--- src/kfr_pkg.sv ---
package kfr_pkg;
    // Clock and link timing
    localparam int CLK_HZ = 250_000_000;
    localparam int SYM_RATE_BD = 9600;
    localparam int BIT_CYC = CLK_HZ / SYM_RATE_BD;
    localparam int LEG_CLK_HZ = 3000;
    localparam int LEG_PER_CYC = CLK_HZ / LEG_CLK_HZ;
    localparam int LEG_PER_PER_BIT = 3;
    localparam int LEG_PILOT_PER = 10;
    localparam int BLINK_MS = 250;
    localparam int BLINK_CYC = (CLK_HZ / 1000) * BLINK_MS;
    localparam int FLASH_MS = 100;
    localparam int FLASH_CYC = (CLK_HZ / 1000) * FLASH_MS;
    localparam int CNT_W = 27;
    localparam int CFG_WAIT = 4;
    localparam int CFG_W = 3;

    // Normal packet layout
    localparam int PRE_BYTES = 5;
    localparam int SYNC_BYTES = 2;
    localparam int ID_BYTES = 4;
    localparam int STAT_BYTES = 1;
    localparam int PCNT_BYTES = 2;
    localparam int CRC_BYTES = 2;
    localparam int PKT_BYTES = PRE_BYTES + SYNC_BYTES + ID_BYTES + STAT_BYTES
                             + PCNT_BYTES + CRC_BYTES;
    localparam int COV_BITS = (ID_BYTES + STAT_BYTES + PCNT_BYTES) * 8;
    localparam int BODY_BITS = COV_BITS + CRC_BYTES * 8;
    localparam int BIDX_W = 7;
    localparam logic [7:0] PRE_BYTE = 8'hAA;
    localparam logic [7:0] SYNC_HI = 8'h2D;
    localparam logic [7:0] SYNC_LO = 8'hD4;
    localparam logic [23:0] HUNT_PAT = {PRE_BYTE, SYNC_HI, SYNC_LO};
    localparam int ID_W = 32;
    localparam int BTN_W = 5;
    localparam int CRC_W = 16;
    localparam int STAT_LSB = CRC_W + PCNT_BYTES * 8;
    localparam int ID_LSB = STAT_LSB + STAT_BYTES * 8;
    localparam logic [15:0] CRC_POLY = 16'h8005;
    localparam logic [15:0] CRC_INIT = 16'hFFFF;

    // Legacy encoder word
    localparam int LEG_ADDR_W = 22;
    localparam int LEG_DATA_W = 2;
    localparam int LEG_BITS = LEG_ADDR_W + LEG_DATA_W;

    // Selector and indicators
    localparam int SEL_W = 4;
    localparam logic [3:0] LEG_SEL = 4'h0;
    localparam int LED_W = 4;
    localparam int LED_RX_IDX = 0;

    typedef enum logic [0:0] {PR_WAIT = 1'b0, PR_RECV = 1'b1} kfr_pair_e;
    typedef enum logic [1:0] {FR_HUNT = 2'b00, FR_BODY = 2'b01, FR_PILOT = 2'b10} kfr_frame_e;
endpackage : kfr_pkg

--- src/kfr_rx.sv ---
// Operation
// - Normal packet is 16 bytes: preamble, sync, identifier, status, counter, checksum.
// - Five 0xAA preamble bytes then sync 0x2D, 0xD4 mark packet start.
// - Four-byte identifier after sync tells keyfobs apart.
// - Low five status bits give the pressed button.
// - CRC-16 poly x16+x15+x2+1, init 0xFFFF; mismatching packets rejected.
// - Bit recovery is dimensioned for 9.6 kBd.
// - Legacy word: 22 address bits then 2 data bits.
// - Legacy address is the identifier's low 22 bits.
// - Legacy bit spans three 3 kHz periods, decoded from its level pattern.
// - While unpaired, all four LEDs blink.
// - First valid packet while unpaired stores its identifier, enters receive mode.
// - Receive mode indicator stays lit in receive mode.
// - Receive mode accepts matching identifiers only and flashes the button's LEDs.
// - Pairing clear button erases the identifier and returns to waiting.
// - Selector pins sampled once after startup; later changes ignored.
// - Reception starts on its own once configuration is loaded.
// - Demodulated stream is presented on one data output pin.
module kfr_rx #(
    parameter int BIT_CYC_P = kfr_pkg::BIT_CYC,
    parameter int LEG_PER_P = kfr_pkg::LEG_PER_CYC,
    parameter int BLINK_P = kfr_pkg::BLINK_CYC,
    parameter int FLASH_P = kfr_pkg::FLASH_CYC
) (
    input wire logic core_clk_in,
    input wire logic rst_b_in,
    input wire logic rx_data_in,
    input wire logic pairing_clear_button_in,
    input wire logic config_selector_pin_0_in,
    input wire logic config_selector_pin_1_in,
    input wire logic config_selector_pin_2_in,
    input wire logic config_selector_pin_3_in,
    output logic demod_data_out,
    output logic rx_active_out,
    output logic [kfr_pkg::LED_W-1:0] led_out,
    output logic paired_out
);
    import kfr_pkg::*;

    localparam logic [CNT_W-1:0] BIT_LAST = CNT_W'(BIT_CYC_P - 1);
    localparam logic [CNT_W-1:0] BIT_MID = CNT_W'(BIT_CYC_P / 2);
    localparam logic [CNT_W-1:0] LEG_MID = CNT_W'(LEG_PER_P + LEG_PER_P / 2);
    localparam logic [CNT_W-1:0] LEG_LAST = CNT_W'(LEG_PER_P * LEG_PER_PER_BIT - 1);
    localparam logic [CNT_W-1:0] PILOT = CNT_W'(LEG_PER_P * LEG_PILOT_PER);
    localparam logic [CNT_W-1:0] BLINK_LAST = CNT_W'(BLINK_P - 1);
    localparam logic [CNT_W-1:0] FLASH_LAST = CNT_W'(FLASH_P - 1);

    // One serial CRC step, MSB first
    function automatic logic [CRC_W-1:0] crc_step(input logic [CRC_W-1:0] c, input logic b);
        crc_step = {c[CRC_W-2:0], 1'b0} ^ ((c[CRC_W-1] ^ b) ? CRC_POLY : 16'h0000);
    endfunction : crc_step

    ////////////////////////////////////////////////////////////////////////////////
    // Pin synchronisers; first stage feeds only the second
    logic [1:0] rx_sync_reg;
    logic [1:0] btn_sync_reg;
    logic [SEL_W-1:0] sel_meta_reg;
    logic [SEL_W-1:0] sel_sync_reg;
    logic rx_s;
    logic btn_s;

    always_ff @(posedge core_clk_in or negedge rst_b_in)
    begin
        if (!rst_b_in)
        begin
            rx_sync_reg <= 2'h0;
            btn_sync_reg <= 2'h0;
            sel_meta_reg <= 4'h0;
            sel_sync_reg <= 4'h0;
        end
        else
        begin
            rx_sync_reg <= {rx_sync_reg[0], rx_data_in};
            btn_sync_reg <= {btn_sync_reg[0], pairing_clear_button_in};
            sel_meta_reg <= {config_selector_pin_3_in, config_selector_pin_2_in,
                             config_selector_pin_1_in, config_selector_pin_0_in};
            sel_sync_reg <= sel_meta_reg;
        end
    end

    assign rx_s = rx_sync_reg[1];
    assign btn_s = btn_sync_reg[1];
    ////////////////////////////////////////////////////////////////////////////////
    // Startup configuration capture; strap taken after release, never in reset
    logic [CFG_W-1:0] cfg_wait_reg;
    logic [SEL_W-1:0] cfg_reg;
    logic rx_on_reg;
    logic legacy;

    always_ff @(posedge core_clk_in or negedge rst_b_in)
    begin
        if (!rst_b_in)
        begin
            cfg_wait_reg <= 3'h0;
            cfg_reg <= 4'h0;
            rx_on_reg <= 1'b0;
        end
        else if (!rx_on_reg)
        begin
            cfg_wait_reg <= cfg_wait_reg + 3'h1;
            if (cfg_wait_reg == CFG_W'(CFG_WAIT))
            begin
                cfg_reg <= sel_sync_reg;
                rx_on_reg <= 1'b1;
            end
        end
    end

    assign legacy = (cfg_reg == LEG_SEL);
    assign rx_active_out = rx_on_reg;
    // Retimed demodulated stream, held low until reception starts
    always_ff @(posedge core_clk_in or negedge rst_b_in)
    begin
        if (!rst_b_in)
            demod_data_out <= 1'b0;
        else
            demod_data_out <= rx_on_reg & rx_s;
    end

    ////////////////////////////////////////////////////////////////////////////////
    // Bit timer: normal mode resyncs on every edge, legacy on falling edges
    logic prev_rx_reg;
    logic [CNT_W-1:0] bit_cnt_reg;
    logic [CNT_W-1:0] low_cnt_reg;
    logic rx_edge;
    logic rx_fall;
    logic bit_smp;

    assign rx_edge = rx_s ^ prev_rx_reg;
    assign rx_fall = (prev_rx_reg & ~rx_s) | (low_cnt_reg == PILOT); // Pilot holds timer
    assign bit_smp = rx_on_reg && (bit_cnt_reg == (legacy ? LEG_MID : BIT_MID));
    always_ff @(posedge core_clk_in or negedge rst_b_in)
    begin
        if (!rst_b_in)
        begin
            prev_rx_reg <= 1'b0;
            bit_cnt_reg <= '0;
            low_cnt_reg <= '0;
        end
        else
        begin
            prev_rx_reg <= rx_s;
            if ((legacy ? rx_fall : rx_edge) || bit_cnt_reg == (legacy ? LEG_LAST : BIT_LAST))
                bit_cnt_reg <= '0;
            else
                bit_cnt_reg <= bit_cnt_reg + 1'b1;
            // Saturating low-run length for the legacy pilot
            if (rx_s)
                low_cnt_reg <= '0;
            else if (low_cnt_reg != PILOT)
                low_cnt_reg <= low_cnt_reg + 1'b1;
        end
    end

    ////////////////////////////////////////////////////////////////////////////////
    // Framer for both formats
    kfr_frame_e fr_reg;
    logic [23:0] hunt_reg;
    logic [BODY_BITS-1:0] body_reg;
    logic [BIDX_W-1:0] bidx_reg;
    logic [CRC_W-1:0] crc_reg;
    logic pkt_ok_reg;
    logic [ID_W-1:0] pkt_id_reg;
    logic [BTN_W-1:0] pkt_btn_reg;
    logic [BODY_BITS-1:0] body_next;

    assign body_next = {body_reg[BODY_BITS-2:0], rx_s};
    always_ff @(posedge core_clk_in or negedge rst_b_in)
    begin
        if (!rst_b_in)
        begin
            fr_reg <= FR_HUNT;
            hunt_reg <= '0;
            body_reg <= '0;
            bidx_reg <= '0;
            crc_reg <= CRC_INIT;
            pkt_ok_reg <= 1'b0;
            pkt_id_reg <= '0;
            pkt_btn_reg <= '0;
        end
        else
        begin
            pkt_ok_reg <= 1'b0;
            case (fr_reg)
                FR_HUNT:
                begin
                    if (legacy && low_cnt_reg == PILOT)
                    begin
                        fr_reg <= FR_PILOT;
                        bidx_reg <= '0;
                    end
                    else if (!legacy && bit_smp)
                    begin
                        hunt_reg <= {hunt_reg[22:0], rx_s};
                        if ({hunt_reg[22:0], rx_s} == HUNT_PAT)
                        begin
                            fr_reg <= FR_BODY;
                            bidx_reg <= '0;
                            crc_reg <= CRC_INIT;
                        end
                    end
                end
                FR_BODY:
                begin
                    if (bit_smp)
                    begin
                        body_reg <= body_next;
                        bidx_reg <= bidx_reg + 1'b1;
                        if (bidx_reg < BIDX_W'(COV_BITS))
                            crc_reg <= crc_step(crc_reg, rx_s);
                        if (bidx_reg == BIDX_W'(BODY_BITS - 1))
                        begin
                            // Packet counter bits are carried but unused
                            pkt_ok_reg <= (body_next[CRC_W-1:0] == crc_reg);
                            pkt_id_reg <= body_next[ID_LSB +: ID_W];
                            pkt_btn_reg <= body_next[STAT_LSB +: BTN_W];
                            hunt_reg <= '0;
                            fr_reg <= FR_HUNT;
                        end
                    end
                end
                FR_PILOT:
                begin
                    if (bit_smp)
                    begin
                        body_reg <= body_next;
                        bidx_reg <= bidx_reg + 1'b1;
                        if (bidx_reg == BIDX_W'(LEG_BITS - 1))
                        begin
                            pkt_ok_reg <= 1'b1;
                            pkt_id_reg <= ID_W'(body_next[LEG_BITS-1:LEG_DATA_W]);
                            pkt_btn_reg <= BTN_W'(body_next[LEG_DATA_W-1:0]);
                            fr_reg <= FR_HUNT;
                        end
                    end
                    // A long low mid-word means a broken word; restart
                    if (low_cnt_reg == PILOT && bidx_reg != '0)
                        bidx_reg <= '0;
                end
                default:
                    fr_reg <= FR_HUNT;
            endcase
        end
    end

    ////////////////////////////////////////////////////////////////////////////////
    // Pairing state; volatile, so reset always lands in waiting
    kfr_pair_e pair_reg;
    logic [ID_W-1:0] pair_id_reg;
    logic btn_prev_reg;
    logic clr_press;
    logic id_match;
    assign clr_press = btn_s & ~btn_prev_reg;
    assign id_match = legacy ? (pkt_id_reg[LEG_ADDR_W-1:0] == pair_id_reg[LEG_ADDR_W-1:0])
                             : (pkt_id_reg == pair_id_reg);

    always_ff @(posedge core_clk_in or negedge rst_b_in)
    begin
        if (!rst_b_in)
        begin
            pair_reg <= PR_WAIT;
            pair_id_reg <= '0;
            btn_prev_reg <= 1'b0;
        end
        else
        begin
            btn_prev_reg <= btn_s;
            if (clr_press)
            begin
                pair_reg <= PR_WAIT;
                pair_id_reg <= '0;
            end
            else if (pair_reg == PR_WAIT && pkt_ok_reg)
            begin
                pair_id_reg <= pkt_id_reg;
                pair_reg <= PR_RECV;
            end
        end
    end

    assign paired_out = (pair_reg == PR_RECV);
    ////////////////////////////////////////////////////////////////////////////////
    // LED timing: blink while waiting, flash subset per accepted packet
    logic [CNT_W-1:0] blink_cnt_reg;
    logic blink_reg;
    logic [CNT_W-1:0] flash_cnt_reg;
    logic [LED_W-2:0] flash_set_reg;
    logic [LED_W-2:0] btn_leds;
    // Button code to indicator subset; an empty subset lights all three
    assign btn_leds = (pkt_btn_reg[LED_W-2:0] == '0) ? '1 : pkt_btn_reg[LED_W-2:0];

    always_ff @(posedge core_clk_in or negedge rst_b_in)
    begin
        if (!rst_b_in)
        begin
            blink_cnt_reg <= '0;
            blink_reg <= 1'b0;
            flash_cnt_reg <= '0;
            flash_set_reg <= '0;
        end
        else
        begin
            if (blink_cnt_reg == BLINK_LAST)
            begin
                blink_cnt_reg <= '0;
                blink_reg <= ~blink_reg;
            end
            else
                blink_cnt_reg <= blink_cnt_reg + 1'b1;
            // Repeats of the same press just restart the flash
            if (pair_reg == PR_RECV && pkt_ok_reg && id_match && !clr_press)
            begin
                flash_set_reg <= btn_leds;
                flash_cnt_reg <= FLASH_LAST;
            end
            else if (flash_cnt_reg != '0)
                flash_cnt_reg <= flash_cnt_reg - 1'b1;
            else
                flash_set_reg <= '0;
        end
    end

    // Output mux from registered state only
    always_comb
    begin
        if (pair_reg == PR_WAIT)
            led_out = {LED_W{blink_reg}};
        else
        begin
            led_out = {flash_set_reg, 1'b0};
            led_out[LED_RX_IDX] = 1'b1;
        end
    end
endmodule : kfr_rx

--- config.mk ---
export PLATFORM = sky130hd
export DESIGN_NAME = kfr_rx
export DESIGN_NICKNAME = d
export VERILOG_FILES = /design/src/kfr_pkg.sv /design/src/kfr_rx.sv
export SDC_FILE = /design/constraint.sdc
export NUM_CORES = 1
export LEC_CHECK = 0
export BUFFER_PORTS_ARGS = -buffer_cell sky130_fd_sc_hd__buf_4
export CORE_ASPECT_RATIO = 1.4
export CORE_MARGIN = 4
export CORE_UTILIZATION = 25
export CTS_BUF_LIST = sky130_fd_sc_hd__clkbuf_4 sky130_fd_sc_hd__clkbuf_8
export DETAILED_ROUTE_END_ITERATION = 7
export GPL_TIMING_DRIVEN = 0
export HOLD_SLACK_MARGIN = 0.15
export PLACE_DENSITY = 0.45
export SYNTH_ARGS = -nofsm -noshare
export SYNTH_HDL_FRONTEND = slang
export SYNTH_SLANG_ARGS = --single-unit
--- constraint.sdc ---
create_clock -name core_clk_in -period 6.6 [get_ports core_clk_in]
set_clock_uncertainty 0.2 [all_clocks]
set_input_delay 0.66 -clock core_clk_in [delete_from_list [all_inputs] [get_ports core_clk_in]]
set_output_delay 0.66 -clock core_clk_in [all_outputs]
set_load 0.02 [all_outputs]
# After elaboration in Yosys (flattened, before gate mapping)
# Index checks and enable logic that the tools add are counted.
[classes]
n_addsub = 6
n_lt_le_gt_ge = 1
muxes = 61
reduce_logical = 30
eq_ne = 25
bitwise = 12
[op_table]
columns = ["operator", "count"]
rows = [
  ["$mux 32", 6],
  ["$mux 27", 6],
  ["$mux 16", 6],
  ["$mux 23", 4],
  ["$add 27x1->27 const B", 3],
  ["$pmux 32 s2", 1],
  ["$pmux 23 s2", 1],
  ["$mux 7", 5],
  ["$eq 32x32->1", 1],
  ["$pmux 16 s2", 1],
  ["$eq 27x17->1", 1],
  ["$eq 27x18->1", 1],
  ["$eq 27x20->1 const B", 1],
  ["$eq 27x26->1 const B", 1],
  ["$ne 27x20->1 const B", 1],
  ["$reduce_bool 27->1", 1],
  ["$sub 27x1->27 const B", 1],
  ["$eq 24x24->1 const B", 1],
  ["$eq 22x22->1", 1],
  ["$mux 3", 7],
  ["$pmux 7 s3", 1],
  ["$mux 18", 1],
  ["$ne 2x2->1 const B", 9],
  ["$mux 17", 1],
  ["other kinds (35)", 73],
]
[word_totals]
word_cells = 161
out_inout_bits = 7
input_bits = 8
ff_bits = 323

# Depth between registers and ports, before layout
# Gate-level depths: netlist of the first run.
[logic_depth]
word_depth = 8
depth_mapped = 11
mapped_depth_nobuf = 9

# Worst setup path before layout of the first run
# Ideal clock, no wire load.
[synth_path]
kind = "reg2reg"
startpoint = "register cfg_reg[1]"
endpoint = "register body_reg[10]"
stages_incl_launch_ff = 10
setup_slack_ns = 3.560
setup_ns = 0.125
n_path_buf = 3
arrival_time_ns = 2.715
required_time_ns = 6.275
synth_period_minus_slack_ns = 3.040
cell_sequence = "dfrtp_1 > nor4_4 > and3_1 > o2111ai_2 > or4_1 > buf_2 > or2_1 > buf_6 > buf_6 > mux2_4"
[synth_via]
elab_chain_cells = 5
[synth_rtl]
columns = ["element", "line", "rtl"]
rows = [
  ["start: declaration", "kfr_rx.sv:86", "logic [SEL_W-1:0] cfg_reg;"],
  ["start signal: assignment", "kfr_rx.sv:103", "cfg_reg <= sel_sync_reg;"],
  ["$logic_not 4->1", "kfr_rx.sv:109", "assign legacy = (cfg_reg == LEG_SEL);"],
  ["$mux 17", "kfr_rx.sv:131", "assign bit_smp = rx_on_reg && (bit_cnt_reg == (legacy ? LEG_MID : BIT_MID));"],
  ["$eq 27x17->1", "kfr_rx.sv:131", ""],
  ["$logic_and 1x1->1", "kfr_rx.sv:131", ""],
  ["$reduce_and 2->1 (no source line)", "n/a", ""],
  ["end signal: assignment", "kfr_rx.sv:207", "body_reg <= body_next;"],
  ["end signal: assignment", "kfr_rx.sv:226", "body_reg <= body_next;"],
  ["end: declaration", "kfr_rx.sv:159", "logic [BODY_BITS-1:0] body_reg;"],
]
# Every way passes these cells.
# A chain may end at the register's enable or synchronous reset.

# Worst setup path in the final report of the first run
[layout_path]
startpoint = "register cfg_reg[1]"
endpoint = "register pkt_id_reg[1]"
[layout_via]
elab_chain_cells = 6
word_cells_on_any_way = 7
cone_classes = "eq/ne: 3; mux: 1; reduce/logical: 3"
[layout_rtl]
columns = ["element", "line", "rtl"]
rows = [
  ["$logic_not 4->1 *", "kfr_rx.sv:109", ""],
  ["$mux 17 *", "kfr_rx.sv:131", ""],
  ["$eq 27x17->1 *", "kfr_rx.sv:131", ""],
  ["$logic_and 1x1->1 *", "kfr_rx.sv:131", ""],
  ["$ne 2x2->1 (no source line)", "n/a", ""],
  ["$reduce_and 5->1 (no source line) *", "n/a", ""],
  ["end signal: assignment", "kfr_rx.sv:215", "pkt_id_reg <= body_next[ID_LSB +: ID_W];"],
  ["end signal: assignment", "kfr_rx.sv:231", "pkt_id_reg <= ID_W'(body_next[LEG_BITS-1:LEG_DATA_W]);"],
  ["end: declaration", "kfr_rx.sv:163", "logic [ID_W-1:0] pkt_id_reg;"],
]
# Mark *: on every way between the ends. The rest lies on a longest branch, timed or not.

==> summary.txt, run 1 <==
Clock network
  • Cts bufs inserted: a little under 60
  • H-tree depth: 2
  • CTS Hold Buffers Added: 8
  • Clock Sinks: between 300 and 400
  • Clk slew on worst S/H paths: 60 ps
  • CTS tree: built
  • Clock root buffer: clkbuf_8
  • # Post-CTS Setup Buffers: 0
  • Cts repair resizes: 0
  • Skew-Pair Late Insertion Delay: roughly 630 ps
  • CTS Buffer Depth: 3

Setup path
  • Reg2Reg Depth: 8
  • Worst path cell trace: nor4_4, and3_1, o2111ai_2, or4_1, nor2_1, clkbuf_1, nor2_1, a21oi_1
  • CP top delay family: simple AND/OR/NAND/NOR gates
  • CP Max Fanout: 10
  • Worst path bufs/invs: 1
  • Most used cell, CP: nor2_1
  • Crit-path max cell delay: around 640 ps
  • Worst path slowest cell: nor4_4
  • Crit path depth: 8
  • Req. time, crit path: slightly below 7000 ps
  • Critical path class: reg -> reg
  • Kind of end point of the critical path: register
  • Crit path arrival time: around 4000 ps
  • Startpoint Class: register

Power and ir drop
  • Pleak: ~8.1 nW
  • Final total power: between 4 and 5 mW
  • Pint: around 3.2 mW
  • Comb pwr share: 0.022
  • NetSw: just over 900 uW
  • Switching Share: 0.223
  • Pwr Density: roughly 230 nW/um^2
  • Clk pwr share: 0.485
  • Sequential Power Share: 0.492
  • Maximum vdd drop: 0.000157 V

Status
  • Status: finished, final reports clean

GRT
  • Remaining global-route overflow: 0
  • Total track usage: 0.0995
  • Global-route wire length before repair: approximately 54000 um
  • Largest net degree at the start of global routing: approximately 110
  • Vias in the first global route: ~11000
  • Initial antenna violation count: 1

Layout
  • Area grow syn2layout: 16.3%
  • Number of flip-flops in the largest register: 71
  • Share of layout cells above drive strength 1: 0.166
  • Final Net Count: between 1000 and 1500
  • Fin cells: approximately 2200
  • Fillers: slightly above 6000

Yosys
  • Top-count cell post-synth: dfrtp_1
  • Mux contribution to synthesized area: 0.0907
  • Primary FF master, synth: dfrtp_1
  • Largest family of logic cells by synthesized area: simple AND/OR/NAND/NOR gates
  • Synth async-reset ratio: 1.00
  • Compound-Gate Fraction of Synth Area: 0.0707
  • Dominant cells by area after synthesis: dfrtp_1 (51%), mux2_4 (6.8%), xor2_1 (5.3%)
  • Simple-gate share of the synthesized area: 0.172
  • Yosys top cell by area: dfrtp_1
  • Commonest cells in the synthesized netlist: dfrtp_1 (307), nor2_1 (174), nand2_1 (116)
  • Post-synth EDFFs: 0
  • Seq/Total Area, Yosys: 0.540
  • Mean Syn Cell Area: about 11 um^2
  • Adder-Cell Fraction of Synth Area: 0.0117
  • Post-synth top area share: 0.512
  • Yosys warns: 0
  • Syn Std Cell Area: 15000 um^2
  • Distinct cells, synth: 65
  • Synth Area in XOR/XNOR: 0.0846
  • Synth Instances: 1352
  • Yosys reg bits: about 320
  • Mapped Nets: approximately 1400

Detailed routing
  • Max Used Layer: met4
  • Met3 Wirelength: roughly 1100 um
  • Via Count: approximately 10000
  • Iter 0 DRT Violations: just under 500
  • Routed wire length: 31300 um
  • WL/cell: about 14 um
  • Wire length on met1: ~14000 um
  • Via/cell ratio: ~4.4
  • Antenna Violating Nets Remaining: 0
  • Drt drc: 0
  • Total length of routed met2 wires: about 15000 um
  • Drt pass-1 iters: 5

STA
  • Max Clk Rate: approximately 280 MHz
  • Tmin final: about 3600 ps
  • Setup TNS: 0 ps
  • Setup-violating endpoint count in the final report: 0
  • Final Hold Viols: 0
  • Hold_ws: 151 ps
  • Final Cycle Share: 0.551
  • RSZ-0062 raised after global routing: false
  • Relative slew slack: 0.279
  • Slew Viols, Final: 0
  • Worst-Margin Slew: around 1100 ps

Die
  • Core area: 59500 um^2
  • Initial Utilization: 0.252
  • Core Rows: ~110
  • Chip width: about 220 um
  • Die footprint: ~64000 um^2
  • Io pins: 15
  • Die Y-Extent: just under 300 um

Placed design
  • PortBufs: 14
  • GPL Wtd Cong: around 0.75
  • Dpl hpwl: ~21000 um
  • Placed cells: between 2000 and 2500

Min path
  • Worst min path class: reg -> reg
  • Hold Crit Depth: 0

Flow run
  • Max-cap violations: 0
layout by cell type (no fill, tap or decap), types with 11 or more instances in the layout:
cell      count
clkbuf_8     77
nor3_1       27
o21ai_0      34
ha_1         14
nand3_1      30
dfstp_2      16
inv_1        39
nand3b_1     17
mux2_4       68
nand4_1      30
mux2i_1      25
dfrtp_1     307
clkbuf_1     39
clkbuf_4     20
xnor2_1      54
nor4b_1      11
buf_4        13
nand2_1     116
buf_6        13
nor4_1       31
a21oi_1      39
a22o_1       34
o21ai_1      15
nor2_1      174
and3_1       18
xor2_1       91
worst paths after layout:
kind | slack [ps] | startpoint | to
worst min register to register | 150 | rx_sync_reg[0]$_DFF_PN0_ | rx_sync_reg[1]$_DFF_PN0_
max in group asynchronous | 4230 | rst_b_in | bit_cnt_reg[25]$_DFF_PN0_
min in group asynchronous | 440 | rst_b_in | blink_cnt_reg[6]$_DFF_PN0_
worst min-delay path | 150 | rx_sync_reg[0]$_DFF_PN0_ | rx_sync_reg[1]$_DFF_PN0_
worst max register to register | 2960 | cfg_reg[1]$_DFFE_PN0P_ | pkt_id_reg[1]$_DFFE_PN0P_
worst max-delay path | 2960 | cfg_reg[1]$_DFFE_PN0P_ | pkt_id_reg[1]$_DFFE_PN0P_
per-stage QoR:
stage	setup slack [ps]	area [um^2]	util
floorplan	3560	15000	-
global placement	1540	16100	0.270
detailed placement	2920	16100	0.271
CTS	2900	17400	0.293
global route	2660	17400	0.293
finish	2960	17400	0.293
power by group through the flow:
stage,clock [mW],sequential [mW],combinational (mW)
floorplan,0,2.04,0.0313
detailed placement,0,2.04,0.0936
finish,1.98,2.00,0.0916
CTS,2.07,2.00,0.0976
global placement,0,2.04,0.0875
global route,2.16,2.00,0.109
per-layer routing:
layer / track usage / vias to the layer above
met3: 0.0197 / 58
met1: 0.124 / 4741
met2: 0.172 / 111
met5: 0 / -
met4: 0.0362 / 0
li1: - / 4857
cell type report:
cell class,instances,area [um^2],area share
clock buffers,97,1210,0.0693
plain buffers,56,310,0.0178
well taps,756,946,0.0542
inverters,39,146,0.00839
clock inverters,5,33.8,0.00194
flip-flops and latches,323,8100,0.464
diodes,1,2.50,0.000143
repair buffers,24,248,0.0142
multi-input cells,934,6450,0.370
logic make-up after synthesis:
family,count (synthesis)
xor+xnor,145
fa+ha+maj,14
mux,101
compound gates,159
buf+inv,95
simple gates,515
flops,323
Power figures use the tool's default switching activity.
==> run 2: changes to the inputs <==
--- a/config.mk
+++ b/config.mk
@@ -13,7 +13,7 @@
 export DETAILED_ROUTE_END_ITERATION = 7
 export GPL_TIMING_DRIVEN = 0
 export HOLD_SLACK_MARGIN = 0.15
-export PLACE_DENSITY = 0.45
+export PLACE_DENSITY = 0.47
 export SYNTH_ARGS = -nofsm -noshare
 export SYNTH_HDL_FRONTEND = slang
 export SYNTH_SLANG_ARGS = --single-unit
==> constraint.sdc (replaced) <==
create_clock -name core_clk_in -period 3.2 [get_ports core_clk_in]
set_clock_uncertainty 0.2 [all_clocks]
set_input_delay 0.32 -clock core_clk_in [delete_from_list [all_inputs] [get_ports core_clk_in]]
set_output_delay 0.32 -clock core_clk_in [all_outputs]
set_load 0.02 [all_outputs]
==> run 2 against run 1 <==
Against the previous run: sequential share of layout area is 0.92 points lower; critical endpoint is now body_reg[64]$_DFFE_PN0P_; setup slack got worse by 2900 ps; combinational power rose by 140%.
==> summary.txt, run 2 (same netlist as run 1, synthesis figures left out) <==
Setup path
  • Most used cell, CP: buf_6
  • Crit-path max cell delay: approximately 520 ps
  • Worst path bufs/invs: 3
  • Crit path arrival time: between 3000 and 4000 ps
  • Req. time, crit path: 3510 ps
  • Kind of end point of the critical path: register
  • Critical path class: reg -> reg
  • R2R Setup Slk: roughly 110 ps
  • CP top delay family: simple AND/OR/NAND/NOR gates
  • Worst path slowest cell: or4_1
  • Startpoint Class: register
  • CP Max Fanout: 10
  • Worst path cell trace: or3b_4, nor4_4, nand2_1, or4_1, buf_6, or2_1, buf_6, buf_8, mux2_4

Detailed routing
  • Via/cell ratio: between 4 and 5
  • Drt pass-1 iters: 4
  • WL/cell: between 10 and 15 um
  • Iter 0 DRT Violations: between 500 and 600
  • Routed wire length: between 30000 and 40000 um
  • Drt drc: 0
  • Via Count: approximately 10000
  • Antenna Violating Nets Remaining: 0

Die
  • Die Y-Extent: 298 um
  • Die footprint: about 64000 um^2
  • Core area: just under 60000 um^2
  • Initial Utilization: 0.252
  • Io pins: 15
  • Chip width: 215 um
  • Core Rows: 106

Clock network
  • Clock root buffer: clkbuf_8
  • CTS tree: built
  • Skew-Pair Late Insertion Delay: around 650 ps
  • Clock Sinks: 323
  • Clk slew on worst S/H paths: about 60 ps
  • H-tree depth: 2
  • Cts bufs inserted: 59
  • CTS Buffer Depth: 3

STA
  • Max Clk Rate: 324 MHz
  • Tmin final: ~3100 ps
  • Final Cycle Share: 0.965
  • Final Hold Viols: 0
  • Slew Viols, Final: 0
  • Hold_ws: roughly 150 ps
  • Worst-Margin Slew: 1060 ps
  • Setup-violating endpoint count in the final report: 0
  • Relative slew slack: 0.290

GRT
  • Initial antenna violation count: 1
  • Met2 Resource Use GR: 0.180
  • Total track usage: 0.103
  • Met1 Usage GRT: 0.123
  • Met3 usage: 0.0246
  • Remaining global-route overflow: 0
  • Vias in the first global route: 10700
  • Largest net degree at the start of global routing: between 90 and 100
  • GRT Max-Usage Layer: met2
  • Global-route wire length before repair: between 50000 and 60000 um

Power and ir drop
  • Pleak: approximately 8.3 nW
  • Maximum vdd drop: between 0.0002 and 0.0003 V
  • Pwr Density: around 480 nW/um^2

Layout
  • Final core occ: 0.299
  • Share of layout cells above drive strength 1: 0.195
  • Commonest non-fill, non-tap cell in the layout: dfrtp_1
  • Area grow syn2layout: 18.7%
  • Post-route cell area: around 18000 um^2
  • Storage cell area: around 8100 um^2
  • Final Net Count: approximately 1500
  • Most frequent cells in the layout: dfrtp_1 (303), nor2_1 (173), nand2_1 (116)
  • Fillers: just over 6000
  • Number of flip-flops in the largest register: 71
  • Fin cells: 2259
  • Multi-input logic area: roughly 6600 um^2

Placed design
  • PortBufs: 14
  • Dpl hpwl: roughly 22000 um
  • GPL Wtd Cong: between 0.7 and 0.8
  • Placed Area: approximately 16000 um^2
  • Placed cells: around 2100

Min path
  • Worst min path class: reg -> reg

Flow run
  • Max-cap violations: 0

Status
  • Status: finished, final reports clean
-- run 2: final cells by class --
cell class              count  area share
diodes                      1    0.000140
repair buffers             48      0.0274
well taps                 756      0.0531
multi-input cells         934       0.368
clock buffers              96      0.0654
plain buffers              53      0.0180
clock inverters             9     0.00428
inverters                  39     0.00822
flip-flops and latches    323       0.455
-- run 2: per-layer routing --
layer,routed length [um],vias up
met2,16200,139
li1,-,4917
met5,0,-
met4,950,0
met3,1290,77
met1,14000,4950
-- run 2: final timing paths --
kind,start,end,cells after the start
max,bit_cnt_reg[17]$_DFF_PN0_,body_reg[64]$_DFFE_PN0P_,9
min,sel_meta_reg[2]$_DFF_PN0_,sel_sync_reg[2]$_DFF_PN0_,0
max reg2reg,bit_cnt_reg[17]$_DFF_PN0_,body_reg[64]$_DFFE_PN0P_,9
min reg2reg,sel_meta_reg[2]$_DFF_PN0_,sel_sync_reg[2]$_DFF_PN0_,0
max in group asynchronous,rst_b_in,pair_id_reg[27]$_DFFE_PN0P_,5
min in group asynchronous,rst_b_in,low_cnt_reg[14]$_DFFE_PN0P_,4
-- run 2: through the flow --
stage / setup TNS (ps) / power (mW) / setup slack [ps]
2_1_floorplan: 0 / 4.26 / 160
3_3_place_gp: -518050 / 4.38 / -1540
3_5_place_dp: -52760 / 4.40 / -571
4_1_cts: 0 / 8.67 / 9.22
5_1_grt: -45.6 / 8.89 / -24.5
6_report: 0 / 8.47 / 113
-- run 2: power by group --
group	internal [mW]	total (mW)	switching [mW]
clock	2.36	4.12	1.76
combinational	0.0687	0.217	0.149
sequential	4.11	4.13	0.0214
-- run 2: what timing repair did --
item,in CTS,in global routing
pin swaps,2,7
endpoints found under the setup margin,187,135
hold buffers,17,0
setup buffers,2,12
gates resized for setup,21,17
hold endpoints to repair,252,0
-- run 2: worst reg2reg max path: cells and delay by family, from the launching register on --
| family | cells | cell delay, ps |
|---|---|---|
| buffers and inverters | 3 | 500 |
| muxes | 1 | 300 |
| DFF | 1 | 420 |
| and+or+nand+nor | 5 | 1530 |
